$ cat src/hdl/dcp_pkg.sv
package dcp_pkg;

   // geometry
   localparam int RANKS     = 2;
   localparam int LANES     = 8;
   localparam int LANE_W    = 8;
   localparam int ADDR_W    = 17;
   localparam int LP_CHANS  = 4;

   // command strobe positions on row_col_lines
   localparam int RAS_POS   = 16;
   localparam int CAS_POS   = 15;
   localparam int WE_POS    = 14;

   // reset values of pin groups
   localparam logic [1:0] CKE_RST   = 2'h0;
   localparam logic [1:0] ODT_RST   = 2'h0;
   localparam logic       VTT_RST   = 1'b0;

   // clock divider: memory clock toggles every DIV_HALF ref cycles
   localparam int DIV_HALF  = 1;

   // command kinds requested by the user side
   typedef enum logic [2:0] {
      DCP_NOP,
      DCP_ACT,
      DCP_RD,
      DCP_WR,
      DCP_PRE,
      DCP_MRS,
      DCP_REF
   } dcp_cmd_t;

   // request from controller core
   typedef struct packed {
      dcp_cmd_t            cmd;
      logic [1:0]          rank;
      logic [1:0]          group;
      logic [1:0]          bank;
      logic [ADDR_W-1:0]   addr;
   } dcp_req_t;

   // command/address pin group
   typedef struct packed {
      logic [ADDR_W-1:0]   row_col_lines;
      logic                command_kind_flag;
      logic [1:0]          group_select;
      logic [1:0]          array_select;
      logic [RANKS-1:0]    rank_select;
   } dcp_ca_t;

   // power state requests
   typedef struct packed {
      logic                self_refresh;
      logic                deep_idle;
      logic                suspend_to_ram;
      logic [RANKS-1:0]    power_down;
      logic                init_done;
   } dcp_pwr_t;

endpackage : dcp_pkg

$ cat src/hdl/dcp_pin_if.sv
`timescale 1ns/10ps
// Function
// - ddr4: bits 16/15/14 carry RAS CAS WE
// - command flag high with select marks command
// - group_select names bank group, MRS
// - array_select names bank, MRS register
// - clock gate per rank: init, powerdown, self-refresh
// - one rank select per rank
// - lp5 rank select active high
// - one termination control per rank
// - termination supply low in deep idle/S3
// - ddr4 clock pair per rank
// - lp5 clock pair per channel
// - bidirectional strobe pair per byte lane
// - data as eight byte lanes
module dcp_pin_if #(
   parameter int RANKS  = dcp_pkg::RANKS,
   parameter int LANES  = dcp_pkg::LANES
) (
   // clock and reset
   input  wire logic                          i_ref_clk,
   input  wire logic                          i_arst_n,
   // mode: 1 = lp5, 0 = ddr4
   input  wire logic                          i_lp5_mode,
   // command request
   input  wire dcp_pkg::dcp_req_t             i_req,
   input  wire logic [RANKS-1:0]              i_odt_req,
   input  wire dcp_pkg::dcp_pwr_t             i_pwr,
   // write data and read data side
   input  wire logic                          i_wr_en,
   input  wire logic [LANES*8-1:0]            i_wr_data,
   output logic      [LANES*8-1:0]            o_rd_data,
   output logic                               o_rd_valid,
   // command/address, clock gate, termination and clock pins
   output dcp_pkg::dcp_ca_t                   o_ca,
   output logic      [RANKS-1:0]              o_rank_clk_gate,
   output logic      [RANKS-1:0]              o_termination_ctrl,
   output logic                               o_termination_supply_gate,
   output logic      [RANKS-1:0]              o_mem_clock_pair_p,
   output logic      [RANKS-1:0]              o_mem_clock_pair_n,
   output logic      [dcp_pkg::LP_CHANS-1:0]  o_lp_clock_pair_p,
   output logic      [dcp_pkg::LP_CHANS-1:0]  o_lp_clock_pair_n,
   // data lanes, three signals each
   input  wire logic [LANES-1:0][7:0]         i_data_lines,
   output logic      [LANES-1:0][7:0]         o_data_lines,
   output logic      [LANES-1:0]              o_data_lines_oe,
   // strobe pairs, sampled from the pins
   input  wire logic [LANES-1:0]              i_data_strobe_p,
   output logic      [LANES-1:0]              o_data_strobe_p,
   output logic      [LANES-1:0]              o_data_strobe_n,
   output logic      [LANES-1:0]              o_data_strobe_oe
);

   // refuse geometries the fixed pin structs cannot carry; the memory
   // clock divider is a single toggle flop, so only a half period of one works
   if (RANKS != 2 || LANES < 1 || LANES > 8 || dcp_pkg::DIV_HALF != 1) begin : g_bad_geometry
      $error("dcp_pin_if: unsupported RANKS or LANES");
   end

   // command decode into row_col_lines strobes
   function automatic logic [2:0] cmd_strobes(input dcp_pkg::dcp_cmd_t c);
      case (c)
         dcp_pkg::DCP_RD:  cmd_strobes = 3'h5; // RAS CAS WE (active low)
         dcp_pkg::DCP_WR:  cmd_strobes = 3'h4;
         dcp_pkg::DCP_PRE: cmd_strobes = 3'h2;
         dcp_pkg::DCP_MRS: cmd_strobes = 3'h0;
         dcp_pkg::DCP_REF: cmd_strobes = 3'h1;
         default:          cmd_strobes = 3'h7;
      endcase
   endfunction : cmd_strobes

   // registered pin state
   dcp_pkg::dcp_ca_t    ca_ff;
   logic [RANKS-1:0]    cke_ff;
   logic [RANKS-1:0]    odt_ff;
   logic                vtt_ff;
   logic                mclk_ff;
   // write path
   logic [LANES*8-1:0]  wdat_ff;
   logic                wr_ff;
   logic                wr_d_ff;

   // synchronisers for strobe input
   logic [LANES-1:0]    dqs_s1_ff;
   logic [LANES-1:0]    dqs_s2_ff;
   logic [LANES-1:0]    dqs_s3_ff;
   // data lanes, two flops
   logic [LANES*8-1:0]  dq_s1_ff;
   logic [LANES*8-1:0]  dq_s2_ff;
   // captured read word
   logic [LANES*8-1:0]  rdat_ff;
   logic                rvld_ff;
   // own strobe drive, delayed like the strobe samples
   logic                own_s1_ff;
   logic                own_s2_ff;

   // command assembly
   wire                 is_act    = (i_req.cmd == dcp_pkg::DCP_ACT);
   wire                 is_cmd    = (i_req.cmd != dcp_pkg::DCP_NOP);
   wire [2:0]           strobes   = cmd_strobes(i_req.cmd);
   wire [RANKS-1:0]     rank_hot  = is_cmd ? (RANKS'(1) << i_req.rank[0]) : '0;
   wire                 is_mrs    = (i_req.cmd == dcp_pkg::DCP_MRS);
   dcp_pkg::dcp_ca_t    nxt_ca;

   always_comb begin
      nxt_ca                   = '0;
      nxt_ca.row_col_lines     = i_req.addr;
      // upper bits become strobes for non-activate commands
      if (!is_act) begin
         nxt_ca.row_col_lines[dcp_pkg::RAS_POS] = strobes[2];
         nxt_ca.row_col_lines[dcp_pkg::CAS_POS] = strobes[1];
         nxt_ca.row_col_lines[dcp_pkg::WE_POS]  = strobes[0];
      end
      nxt_ca.command_kind_flag = !is_act;
      nxt_ca.group_select      = is_mrs ? {1'b0, i_req.group[0]} : i_req.group;
      nxt_ca.array_select      = i_req.bank;
      // ddr4 select is active low, lp5 active high
      nxt_ca.rank_select       = i_lp5_mode ? rank_hot : ~rank_hot;
   end

   // clock gate: off until init, off in self-refresh or power-down
   wire [RANKS-1:0] nxt_cke = (!i_pwr.init_done || i_pwr.self_refresh ||
                               i_pwr.suspend_to_ram) ? '0 : ~i_pwr.power_down;
   // regulator gate: off in deep idle and suspend
   wire nxt_vtt = !(i_pwr.deep_idle || i_pwr.suspend_to_ram);

   // command/control registers
   always_ff @(posedge i_ref_clk or negedge i_arst_n) begin
      if (!i_arst_n) begin
         ca_ff  <= '0;
         cke_ff <= dcp_pkg::CKE_RST;
         odt_ff <= dcp_pkg::ODT_RST;
         vtt_ff <= dcp_pkg::VTT_RST;
      end else begin
         ca_ff  <= nxt_ca;
         cke_ff <= nxt_cke;
         odt_ff <= i_odt_req & nxt_cke;
         vtt_ff <= nxt_vtt;
      end
   end

   // memory clock from divider
   always_ff @(posedge i_ref_clk or negedge i_arst_n) begin
      if (!i_arst_n) begin
         mclk_ff <= 1'b0;
      end else begin
         mclk_ff <= ~mclk_ff;
      end
   end

   // write data and lane enable
   always_ff @(posedge i_ref_clk or negedge i_arst_n) begin
      if (!i_arst_n) begin
         wdat_ff <= '0;
         wr_ff   <= 1'b0;
         wr_d_ff <= 1'b0;
      end else begin
         wdat_ff <= i_wr_data;
         wr_ff   <= i_wr_en;
         wr_d_ff <= wr_ff;
      end
   end

   // drive flag pipeline, aligned with dqs_s1_ff and dqs_s2_ff
   always_ff @(posedge i_ref_clk or negedge i_arst_n) begin
      if (!i_arst_n) begin
         own_s1_ff <= 1'b0;
         own_s2_ff <= 1'b0;
      end else begin
         own_s1_ff <= wr_ff | wr_d_ff;
         own_s2_ff <= own_s1_ff;
      end
   end

   // read capture: sync strobe and data, take data on strobe rise
   wire [LANES-1:0] dqs_rise = dqs_s2_ff & ~dqs_s3_ff;
   // a rise that we drove ourselves reaches dqs_s2_ff two edges late,
   // after wr_ff has dropped, so the delayed drive flag masks it
   wire [LANES-1:0] rd_rise  = dqs_rise & ~{LANES{own_s2_ff}};
   always_ff @(posedge i_ref_clk or negedge i_arst_n) begin
      if (!i_arst_n) begin
         dqs_s1_ff <= '0;
         dqs_s2_ff <= '0;
         dqs_s3_ff <= '0;
         dq_s1_ff  <= '0;
         dq_s2_ff  <= '0;
         rdat_ff   <= '0;
         rvld_ff   <= 1'b0;
      end else begin
         dqs_s1_ff <= i_data_strobe_p;
         dqs_s2_ff <= dqs_s1_ff;
         dqs_s3_ff <= dqs_s2_ff;
         dq_s1_ff  <= i_data_lines;
         dq_s2_ff  <= dq_s1_ff;
         rvld_ff   <= !wr_ff && (|rd_rise);
         for (int l = 0; l < LANES; l++) begin
            if (rd_rise[l] && !wr_ff) begin
               rdat_ff[l*8 +: 8] <= dq_s2_ff[l*8 +: 8];
            end
         end
      end
   end

   // pin outputs
   assign o_ca                      = ca_ff;
   assign o_rank_clk_gate           = cke_ff;
   assign o_termination_ctrl        = odt_ff;
   assign o_termination_supply_gate = vtt_ff;

   // clock pairs: only the pairs of the active mode toggle
   assign o_mem_clock_pair_p        = i_lp5_mode ? '0 : {RANKS{mclk_ff}};
   assign o_mem_clock_pair_n        = i_lp5_mode ? '0 : {RANKS{~mclk_ff}};
   assign o_lp_clock_pair_p         = i_lp5_mode ? {dcp_pkg::LP_CHANS{mclk_ff}} : '0;
   assign o_lp_clock_pair_n         = i_lp5_mode ? {dcp_pkg::LP_CHANS{~mclk_ff}} : '0;

   // write drive; strobe enable stays one cycle longer as postamble
   assign o_data_lines              = wdat_ff;
   assign o_data_lines_oe           = {LANES{wr_ff}};
   assign o_data_strobe_p           = {LANES{wr_ff & ~mclk_ff}};
   assign o_data_strobe_n           = {LANES{~(wr_ff & ~mclk_ff)}};
   assign o_data_strobe_oe          = {LANES{wr_ff | wr_d_ff}};

   // read results
   assign o_rd_data                 = rdat_ff;
   assign o_rd_valid                = rvld_ff;

endmodule : dcp_pin_if

$ cat config.mk
export PLATFORM = sky130hd
export DESIGN_NAME = dcp_pin_if
export DESIGN_NICKNAME = d
export VERILOG_FILES = /design/src/hdl/dcp_pkg.sv /design/src/hdl/dcp_pin_if.sv
export SDC_FILE = /design/constraint.sdc
export NUM_CORES = 1
export LEC_CHECK = 0
export BUFFER_PORTS_ARGS = -buffer_cell sky130_fd_sc_hd__buf_4
export CAP_MARGIN = 20
export CORE_UTILIZATION = 30
export CTS_BUF_LIST = sky130_fd_sc_hd__clkbuf_16
export DETAILED_ROUTE_END_ITERATION = 8
export GPL_ROUTABILITY_DRIVEN = 0
export PLACE_DENSITY = 0.59
export SYNTH_ARGS = -nofsm -noshare
export SYNTH_HDL_FRONTEND = slang
export SYNTH_SLANG_ARGS = --single-unit
$ cat constraint.sdc
create_clock -name i_ref_clk -period 1.7 [get_ports i_ref_clk]
set_input_delay 0.425 -clock i_ref_clk [delete_from_list [all_inputs] [get_ports i_ref_clk]]
set_output_delay 0.425 -clock i_ref_clk [all_outputs]
set_load 0.05 [all_outputs]
==> impl_metrics.yaml, run 1 <==
power:
  swShare: 0.284
  power_switching_mw: 5.60
  power_frac_seq: 0.430
  pwr_density_cell_nw_per_um2: 1380
  p_leak_nw: 6.94
  p_clk_frac: 0.375
  combPwrFrac: 0.195
  p_int_mw: 14.1
  power_mw: 19.7
  ir_drop_mv: 0.822
sta:
  hold_slack_ns: 0.0268
  setup_tns_ns: -6.65
  final_max_slew_viol_count: 0
  period_needed_ns: 1.93
  finalSetupViolCount: 44
  fin_skew_ns: 0.00963
  fmax_mhz: 518
  final_hold_viol_count: 0
  timing.max_slew.rel_slack: 0.766
  worst_slew_pin_slew_ns: 0.348
  rsz0062_at_grt: "true"
  timing.final.ws_setup_ns: -0.229
  min_period_over_period: 1.13
route:
  antenna_left: 0
  first_pass_iters: 4
  drcViolationCount: 0
  post_drt_wl_per_cell_um: 16.7
  drt_iter0_drc: 185
  vias: 5174
  drt-total-wl_mm: 21.6
  viasPerCell: 3.99
final_layout:
  area_growth_pct: 50.3
  multi_input_area_um2: 1320
  seq_area_um2: 7890
  fin_area_um2: 14300
  diodes: 0
  final_util: 0.462
  drive_above_1_share: 0.594
  nFillCells: 2685
  nets: 1052
floorplanning:
  ios: 376
  dieArea_um2: 32400
  row_count: 64
  die_h_um: 180
  core_um2: 30900
  start_util: 0.308
  fp.dieW_um: 180
critical_path:
  crit_chain: "or2_4 -> buf_4"
  critPathCaptureType: "output pin"
  crit_slowest_cell: "dfrtp_2"
  r2r_setup_slack_ns: 0.04
  rr_startpoint: "wr_ff$_DFF_PN0_"
  cp_slowest_stage_delay_ns: 0.45
  cp.depth: 2
  cp.required_ns: 1.27
  ff2ff_path_depth: 5
  critPathLaunchType: "flop"
  critPathMaxFanout: 9
  path_buf_inv: 1
  arrival_ns: 1.50
  critical_path.top_delay_family: "flip-flops"
  critical_path_class: "reg -> out"
  r2r-end: "o_rd_data[41]$_DFFE_PN0P_"
global_routing:
  antenna_found_initial: 0
  grt_max_degree: 68
  grt_pass1_wl_mm: 33.0
  grt_usage: 0.133
  grt-ovfl-total: 0
  grt_pass1_vias: 5732
synth:
  synth_area_um2: 9510
  netlist.area_leader.share: 0.829
  syn_avg_cell_area_um2: 20.0
  yosys.cell_count.top_type: "dfrtp_1"
  netlist_instances: 476
  ys.flop_type: "dfrtp_1"
  synth_top_family_by_area: "multiplexers"
  synth_xor_area_frac: 0.00184
  ys_seq_elements: 315
  synth_edf_count: 0
  yosys_warnings: 0
  synth_nets: 650
  netlist_top_cells_count: "315 x dfrtp_1, 56 x mux2_4, 37 x buf_4, 9 x buf_6, 8 x nor2b_2"
  ys_async_sr_fraction: 1.00
  synth-simple-area-share: 0.0247
  synthTopCellsByArea: "dfrtp_1 83%, mux2_4 8.8%, buf_4 2.9%"
  yosys.area.top_type: "dfrtp_1"
  synthMuxAreaShare: 0.0979
  synth-compound-area-share: 0.00447
  synthAdderAreaFrac: 0
  synth_seq_area_share: 0.829
  yosysUniqueCellTypes: 27
place:
  dp_hpwl_mm: 15.3
  portBuffers: 374
  placed_cell_area_um2: 12800
clock_network:
  cts_max_path_buffers: 3
  root_buffer: "clkbuf_16"
  cts_htree_levels: 2
  cts_made_buffers: 35
  clock_sinks: 315
  clk_pin_slew_worst_paths_ns: 0.06
  clock_latency_ns: 0.50
  cts_tree: "done"
hold_path:
  holdPathStages: 1
  min_path_type: "in -> reg"
  hold_start: "i_wr_data[7]"
  hold_path_end: "o_data_lines[7]$_DFF_PN0_"
run_status:
  status: "complete, but fails checks"
  violations: "setup timing"
job:
  maxCapViolations: 0
## layout by cell type (no fill, tap or decap), types with 2 or more instances in the layout
| cell type | instances |
|---|---|
| buf_4 | 356 |
| dfrtp_1 | 313 |
| mux2_4 | 57 |
| clkbuf_16 | 37 |
| buf_8 | 18 |
| buf_6 | 16 |
| buf_12 | 11 |
| dlygate4sd3_1 | 9 |
| nor2b_4 | 8 |
| inv_1 | 7 |
| mux2_2 | 7 |
| clkinv_2 | 7 |
| clkinv_1 | 6 |
| nor2_1 | 5 |
| and2b_1 | 5 |
| bufinv_16 | 4 |
| a21oi_1 | 3 |
| nor2b_1 | 3 |
| or2_4 | 3 |
| and2_1 | 2 |
| nor4_1 | 2 |
| nor2_4 | 2 |
| dfrtp_2 | 2 |
## cell type report
class                           instances  area share
Timing Repair Buffer                  410       0.240
Clock inverter                         22      0.0141
Tap cell                              396      0.0347
Clock buffer                           37      0.0648
Sequential cell                       315       0.552
Multi-Input combinational cell        111      0.0924
Inverter                                5     0.00175
## logic make-up (layout without fill, tap and decap cells)
family                    Yosys count  after routing
buffers and inverters              51            474
xor gates and xnor gates            2              2
muxes                              64             64
AOI/OAI and AO/OA                   7              7
and+or+nand+nor                    37             38
DFF                               315            315
## power by group through the flow
stage          sequential, mW  clock, mW  combinational [mW]
2_1_floorplan            10.2          0               0.679
3_3_place_gp             8.58          0                3.79
3_5_place_dp             8.60          0                3.83
4_1_cts                  8.48       7.65                3.87
5_1_grt                  8.54       7.93                3.98
6_report                 8.47       7.39                3.83
## repair_timing
item,4_1_cts,5_1_grt
pin swaps,1,4
hold endpoints to repair,29,1
endpoints found under the setup margin,44,108
cloned,0,1
resized for setup,40,32
hold buffers,8,1
buffers inserted,5,4
## metal layers
metal / vias up / wire length [um] / global-route usage
li1: 2306 / - / -
met1: 2596 / 8140 / 0.154
met2: 223 / 11200 / 0.231
met3: 49 / 1600 / 0.0388
met4: 0 / 675 / 0.0561
met5: - / 0 / 0
## worst register-to-register path, delay by kind of cell (launching register included)
| family | cells | cell delay [ns] |
|---|---|---|
| buffers and inverters | 2 | 0.30 |
| flip-flops | 1 | 0.45 |
| multiplexers | 1 | 0.33 |
| AND/OR/NAND/NOR | 2 | 0.47 |
## registers in the layout (all words and copies together), names as in the netlist
register                   flops
wr_ff                          1
mclk_ff                        1
own_s2_ff                      1
o_ca                          24
o_termination_supply_gate      1
own_s1_ff                      1
dqs_s1_ff                      8
o_rank_clk_gate                2
dq_s1_ff                      64
dqs_s2_ff                      8
o_data_lines                  64
dqs_s3_ff                      8
wr_d_ff                        1
dq_s2_ff                      64
o_termination_ctrl             2
o_rd_valid                     1
o_rd_data                     64
## worst max path at each step
stage,from,to
5_1_grt,wr_ff$_DFF_PN0_,o_data_strobe_oe[6]
6_report,wr_ff$_DFF_PN0_,o_data_strobe_oe[7]
4_1_cts,mclk_ff$_DFF_PN0_,o_lp_clock_pair_n[0]
3_3_place_gp,wr_ff$_DFF_PN0_,o_rd_data[0]$_DFFE_PN0P_
2_1_floorplan,i_lp5_mode,o_mem_clock_pair_n[1]
3_5_place_dp,wr_ff$_DFF_PN0_,o_rd_data[7]$_DFFE_PN0P_
## stage by stage
stage          setup WS [ns]  std cells
2_1_floorplan         -0.169        476
3_3_place_gp          0.0720       1220
3_5_place_dp          0.0576       1220
4_1_cts               -0.254       1292
5_1_grt               -0.276       1296
6_report              -0.229       1296
No activity file was read; power rests on OpenSTA's default activity.
==> run 2, diff against run 1 <==
PLACE_DENSITY = 0.55   (was 0.59)
==> run 2 against run 1 <==
The flow still finishes with violations (setup timing). Sequential share of layout area decreased by 0.83 points. Hold slack improved by 0.0053 ns. Critical path depth grew 2. Fmax decreased by 1.7%. Core utilization increased by 0.70 points. Cell count increased by 1.6%. Total power is 1.5% lower. Non-clock buffer count grew 17. Count of clock-buffer cells in the layout is the same. First-iteration DRC count is 21% lower. Largest cell class unchanged.
==> impl_metrics.yaml, run 2 (synthesized netlist as in run 1, its figures left out) <==
run_status:
  violations: "setup timing"
  status: "complete, but fails checks"
route:
  drt_iter0_drc: 147
  drt-total-wl_mm: 21.2
  post_drt_wl_per_cell_um: 16.1
  vias: 5273
  drcViolationCount: 0
  first_pass_iters: 4
  antenna_left: 0
  viasPerCell: 4.00
power:
  power_frac_seq: 0.436
  swShare: 0.287
  pwr_density_cell_nw_per_um2: 1340
  ir_drop_mv: 0.715
  p_clk_frac: 0.363
  power_switching_mw: 5.57
  combPwrFrac: 0.201
  p_leak_nw: 7.04
  p_int_mw: 13.8
  power_mw: 19.4
floorplanning:
  die_h_um: 180
  start_util: 0.308
  fp.dieW_um: 180
  row_count: 64
  core_um2: 30900
  ios: 376
  dieArea_um2: 32400
global_routing:
  grt_usage: 0.130
  grt_pass1_wl_mm: 32.7
  grt_pass1_vias: 5872
  grt-ovfl-total: 0
  antenna_found_initial: 0
  grt_max_degree: 49
critical_path:
  arrival_ns: 1.54
  critical_path_class: "reg -> out"
  cp.required_ns: 1.27
  critPathLaunchType: "flop"
  critPathCaptureType: "output pin"
  crit_slowest_cell: "dfrtp_2"
  cp_slowest_stage_delay_ns: 0.43
  critPathMaxFanout: 8
  timing.critical_path.mode_cell: "buf_4"
  crit_chain: "buf_6 -> nand2_4 -> buf_4 -> buf_4"
place:
  dp_slack_ns: 0.0888
  portBuffers: 374
  placed_cell_area_um2: 12800
  dp_hpwl_mm: 14.6
sta:
  hold_slack_ns: 0.0321
  final_max_slew_viol_count: 0
  fmax_mhz: 510
  fin_skew_ns: 0.0119
  period_needed_ns: 1.96
  min_period_over_period: 1.15
  final_hold_viol_count: 0
  finalSetupViolCount: 42
  rsz0062_at_grt: "true"
  timing.max_slew.rel_slack: 0.710
  timing.final.ws_setup_ns: -0.262
  worst_slew_pin_slew_ns: 0.435
final_layout:
  nets: 1071
  layout_commonest_cell: "buf_4"
  drive_above_1_share: 0.579
  layout_common_cells: "346 x buf_4, 314 x dfrtp_1, 57 x mux2_4"
  final_util: 0.469
  diodes: 0
  area_growth_pct: 52.6
  fin_area_um2: 14500
clock_network:
  cts_max_path_buffers: 3
  root_buffer: "clkbuf_16"
  clk_pin_slew_worst_paths_ns: 0.06
  clock_latency_ns: 0.50
  clock_sinks: 315
  cts_tree: "done"
  cts_htree_levels: 2
  cts_made_buffers: 36
hold_path:
  min_path_type: "in -> reg"
job:
  maxCapViolations: 0
-- run 2: critical path: cells and delay by family (launching register included) --
family	cells	cell delay, ns
buffers and inverters	3	0.54
DFF	1	0.43
and+or+nand+nor	1	0.07
-- run 2: path summary, 6_finish.rpt --
path	startpoint	to	slack, ns	depth (start not counted)
worst max register to register	wr_ff$_DFF_PN0_	o_rd_data[25]$_DFFE_PN0P_	0.04	5
worst min-delay path	i_data_lines[47]	dq_s1_ff[47]$_DFF_PN0_	0.03	1
min in group asynchronous	i_arst_n	dq_s1_ff[3]$_DFF_PN0_	0.46	2
max in group asynchronous	i_arst_n	dq_s1_ff[32]$_DFF_PN0_	0.64	3
worst max-delay path	wr_ff$_DFF_PN0_	o_data_strobe_n[3]	-0.26	4
worst min register to register	dq_s1_ff[32]$_DFF_PN0_	dq_s2_ff[32]$_DFF_PN0_	0.34	0
-- run 2: final cells by class --
| class | count | area (um2) |
|---|---|---|
| fill | 2716 | 16400 |
| sequential | 315 | 7880 |
| timing repair buffer | 427 | 3700 |
| multi-input combinational | 112 | 1330 |
| clock buffer | 37 | 926 |
| tap | 396 | 495 |
| clock inverter | 25 | 153 |
| inverter | 5 | 22.5 |
-- run 2: repair_timing --
item | CTS | global route
pin swaps | 2 | 2
resized for setup | 81 | 14
hold buffers | 21 | 0
setup buffers | 9 | 1
endpoints found under the setup margin | 44 | 106
hold endpoints to repair | 56 | 0
cloned | 1 | 1
-- run 2: metrics by stage --
stage / instances / setup TNS, ns
after floorplan: 476 / -0.878
after global placement: 1224 / 0
after detailed placement: 1224 / 0
after CTS: 1317 / -8.33
after global routing: 1317 / -9.38
final: 1317 / -7.13
-- run 2: power by group through the flow --
| stage | Sequential, mW | Clock [mW] | Combinational (mW) |
|---|---|---|---|
| after global routing | 8.54 | 7.65 | 4.05 |
| after CTS | 8.47 | 7.35 | 3.94 |
| final | 8.46 | 7.04 | 3.90 |
| after detailed placement | 8.59 | 0 | 3.83 |
| after floorplan | 10.2 | 0 | 0.679 |
| after global placement | 8.58 | 0 | 3.81 |
-- run 2: routing by layer --
metal / track usage / vias to the layer above / routed length [um]
li1: - / 2351 / -
met1: 0.150 / 2659 / 8090
met2: 0.227 / 224 / 10900
met3: 0.0402 / 39 / 1670
met4: 0.0499 / 0 / 473
met5: 0 / - / 0
==> run 3, diff against run 2 <==
GPL_ROUTABILITY_DRIVEN = not set   (was 0)
SETUP_SLACK_MARGIN = 0.3   (was not set)
==> run 3 against run 2 <==
Total power grew 3.2%. Core utilization up 2.7 points. The run still ends with setup timing left. Fmax rose by 2.2%. Highest routed layer unchanged. Final area grew 5.8%. Count of clock-buffer cells in the layout unchanged. Clock power fell by 3%. Cell count increased by 2.2%. Largest power group unchanged. Register-to-register slack got worse by 0.16 ns. Global-route usage rose by 0.62 points.
==> impl_metrics.yaml, run 3 (synthesized netlist as in run 1, its figures left out) <==
global_routing:
  grt_pass1_wl_mm: 34.2
  grt_usage: 0.137
  grt_pass1_vias: 5972
  grt_max_degree: 60
  grt-ovfl-total: 0
  antenna_found_initial: 1
route:
  drt-total-wl_mm: 22.0
  vias: 5370
  antenna_left: 0
  viasPerCell: 3.99
  post_drt_wl_per_cell_um: 16.3
  drt_iter0_drc: 140
  first_pass_iters: 4
  drcViolationCount: 0
clock_network:
  cts_max_path_buffers: 3
  root_buffer: "clkbuf_16"
  cts_made_buffers: 35
  cts_tree: "done"
  clock_sinks: 315
  clock_latency_ns: 0.49
  clk_pin_slew_worst_paths_ns: 0.06
  cts_htree_levels: 2
sta:
  period_needed_ns: 1.92
  final_max_slew_viol_count: 0
  min_period_over_period: 1.13
  fin_skew_ns: 0.00842
  fmax_mhz: 521
  final_hold_viol_count: 0
  timing.final.ws_setup_ns: -0.220
  setup_tns_ns: -13.83
  timing.max_slew.rel_slack: 0.785
  worst_slew_pin_slew_ns: 0.323
  rsz0062_at_grt: "true"
  finalSetupViolCount: 108
power:
  power_frac_seq: 0.426
  pwr_density_cell_nw_per_um2: 1300
  p_clk_frac: 0.343
  p_leak_nw: 7.42
  ir_drop_mv: 0.729
  power_switching_mw: 5.72
  swShare: 0.286
  p_int_mw: 14.3
  combPwrFrac: 0.231
final_layout:
  nets: 1101
  area_growth_pct: 61.5
  final_cells: 1346
  layout_common_cells: "314 x dfrtp_1, 240 x buf_4, 177 x buf_6"
  fin_area_um2: 15300
  layout_commonest_cell: "dfrtp_1"
  drive_above_1_share: 0.615
floorplanning:
  ios: 376
  start_util: 0.308
  row_count: 64
  dieArea_um2: 32400
  fp.dieW_um: 180
  core_um2: 30900
  die_h_um: 180
place:
  dpl.cell_count: 1221
  gp_congestion: 0.706
  placed_cell_area_um2: 12800
  portBuffers: 374
  dp_hpwl_mm: 14.9
critical_path:
  cp.required_ns: 1.27
  critPathMaxFanout: 8
  critPathLaunchType: "flop"
  arrival_ns: 1.49
  critical_path_class: "reg -> out"
  critPathCaptureType: "output pin"
run_status:
  status: "complete, but fails checks"
  violations: "setup timing"
hold_path:
  min_path_type: "in -> reg"
job:
  maxCapViolations: 0
run 3: critical path: stages, from the launching register on:
cell and delay (ns):
dfrtp_2 0.42, buf_6 0.13, nand2_8 0.05, buf_4 0.18
buf_4 0.22
run 3: area by class of cell:
cell class / count / area [um2]
clock inverter: 22 / 120
inverter: 5 / 22.5
tap: 396 / 495
timing repair buffer: 460 / 4560
sequential: 315 / 7880
clock buffer: 37 / 926
fill: 2650 / 15600
multi-input combinational: 110 / 1340
antenna: 1 / 2.50
run 3: stage by stage:
step	setup slack (ns)	power [mW]	hold slack, ns	util
final	-0.220	20.0	0.0326	0.497
after global routing	-0.281	20.9	0.0000873	0.497
after CTS	-0.235	20.2	0.00114	0.489
after detailed placement	0.0528	12.5	0.333	0.416
after global placement	0.0764	12.4	0.331	0.416
after floorplan	-0.00139	10.9	0.129	-
run 3: final timing paths:
check | cells past startpoint | end | slack, ns | startpoint
hold / removal | 1 | o_data_lines[31]$_DFF_PN0_ | 0.03 | i_wr_data[31]
min in group asynchronous | 2 | o_rd_data[7]$_DFFE_PN0P_ | 0.40 | i_arst_n
max in group asynchronous | 3 | o_ca[9]$_DFF_PN0_ | 0.68 | i_arst_n
setup reg to reg | 7 | o_rd_data[39]$_DFFE_PN0P_ | -0.12 | wr_ff$_DFF_PN0_
setup / recovery | 4 | o_data_strobe_n[0] | -0.22 | wr_ff$_DFF_PN0_
hold reg to reg | 0 | dq_s2_ff[22]$_DFF_PN0_ | 0.34 | dq_s1_ff[22]$_DFF_PN0_
run 3: routing by layer:
metal | GRT usage | vias up | wire length (um)
met1 | 0.149 | 2703 | 7650
met2 | 0.244 | 224 | 11900
li1 | - | 2403 | -
met3 | 0.0475 | 40 | 1860
met5 | 0 | - | 0
met4 | 0.0513 | 0 | 559
run 3: power by group through the flow:
stage          sequential (mW)  clock (mW)  combinational, mW
2_1_floorplan             10.2           0              0.715
3_3_place_gp              8.58           0               3.84
3_5_place_dp              8.59           0               3.87
4_1_cts                   8.53        7.16               4.53
5_1_grt                   8.59        7.47               4.81
6_report                  8.53        6.86               4.63
run 3: timing repair:
| action | 4_1_cts | 5_1_grt |
|---|---|---|
| endpoints found under the setup margin | 266 | 266 |
| pin swaps | 1 | 1 |
| gates resized for setup | 227 | 13 |
| hold endpoints to repair | 25 | 2 |
| hold buffers | 1 | 2 |
| setup buffers | 42 | 18 |
| gates cloned | 1 | 1 |
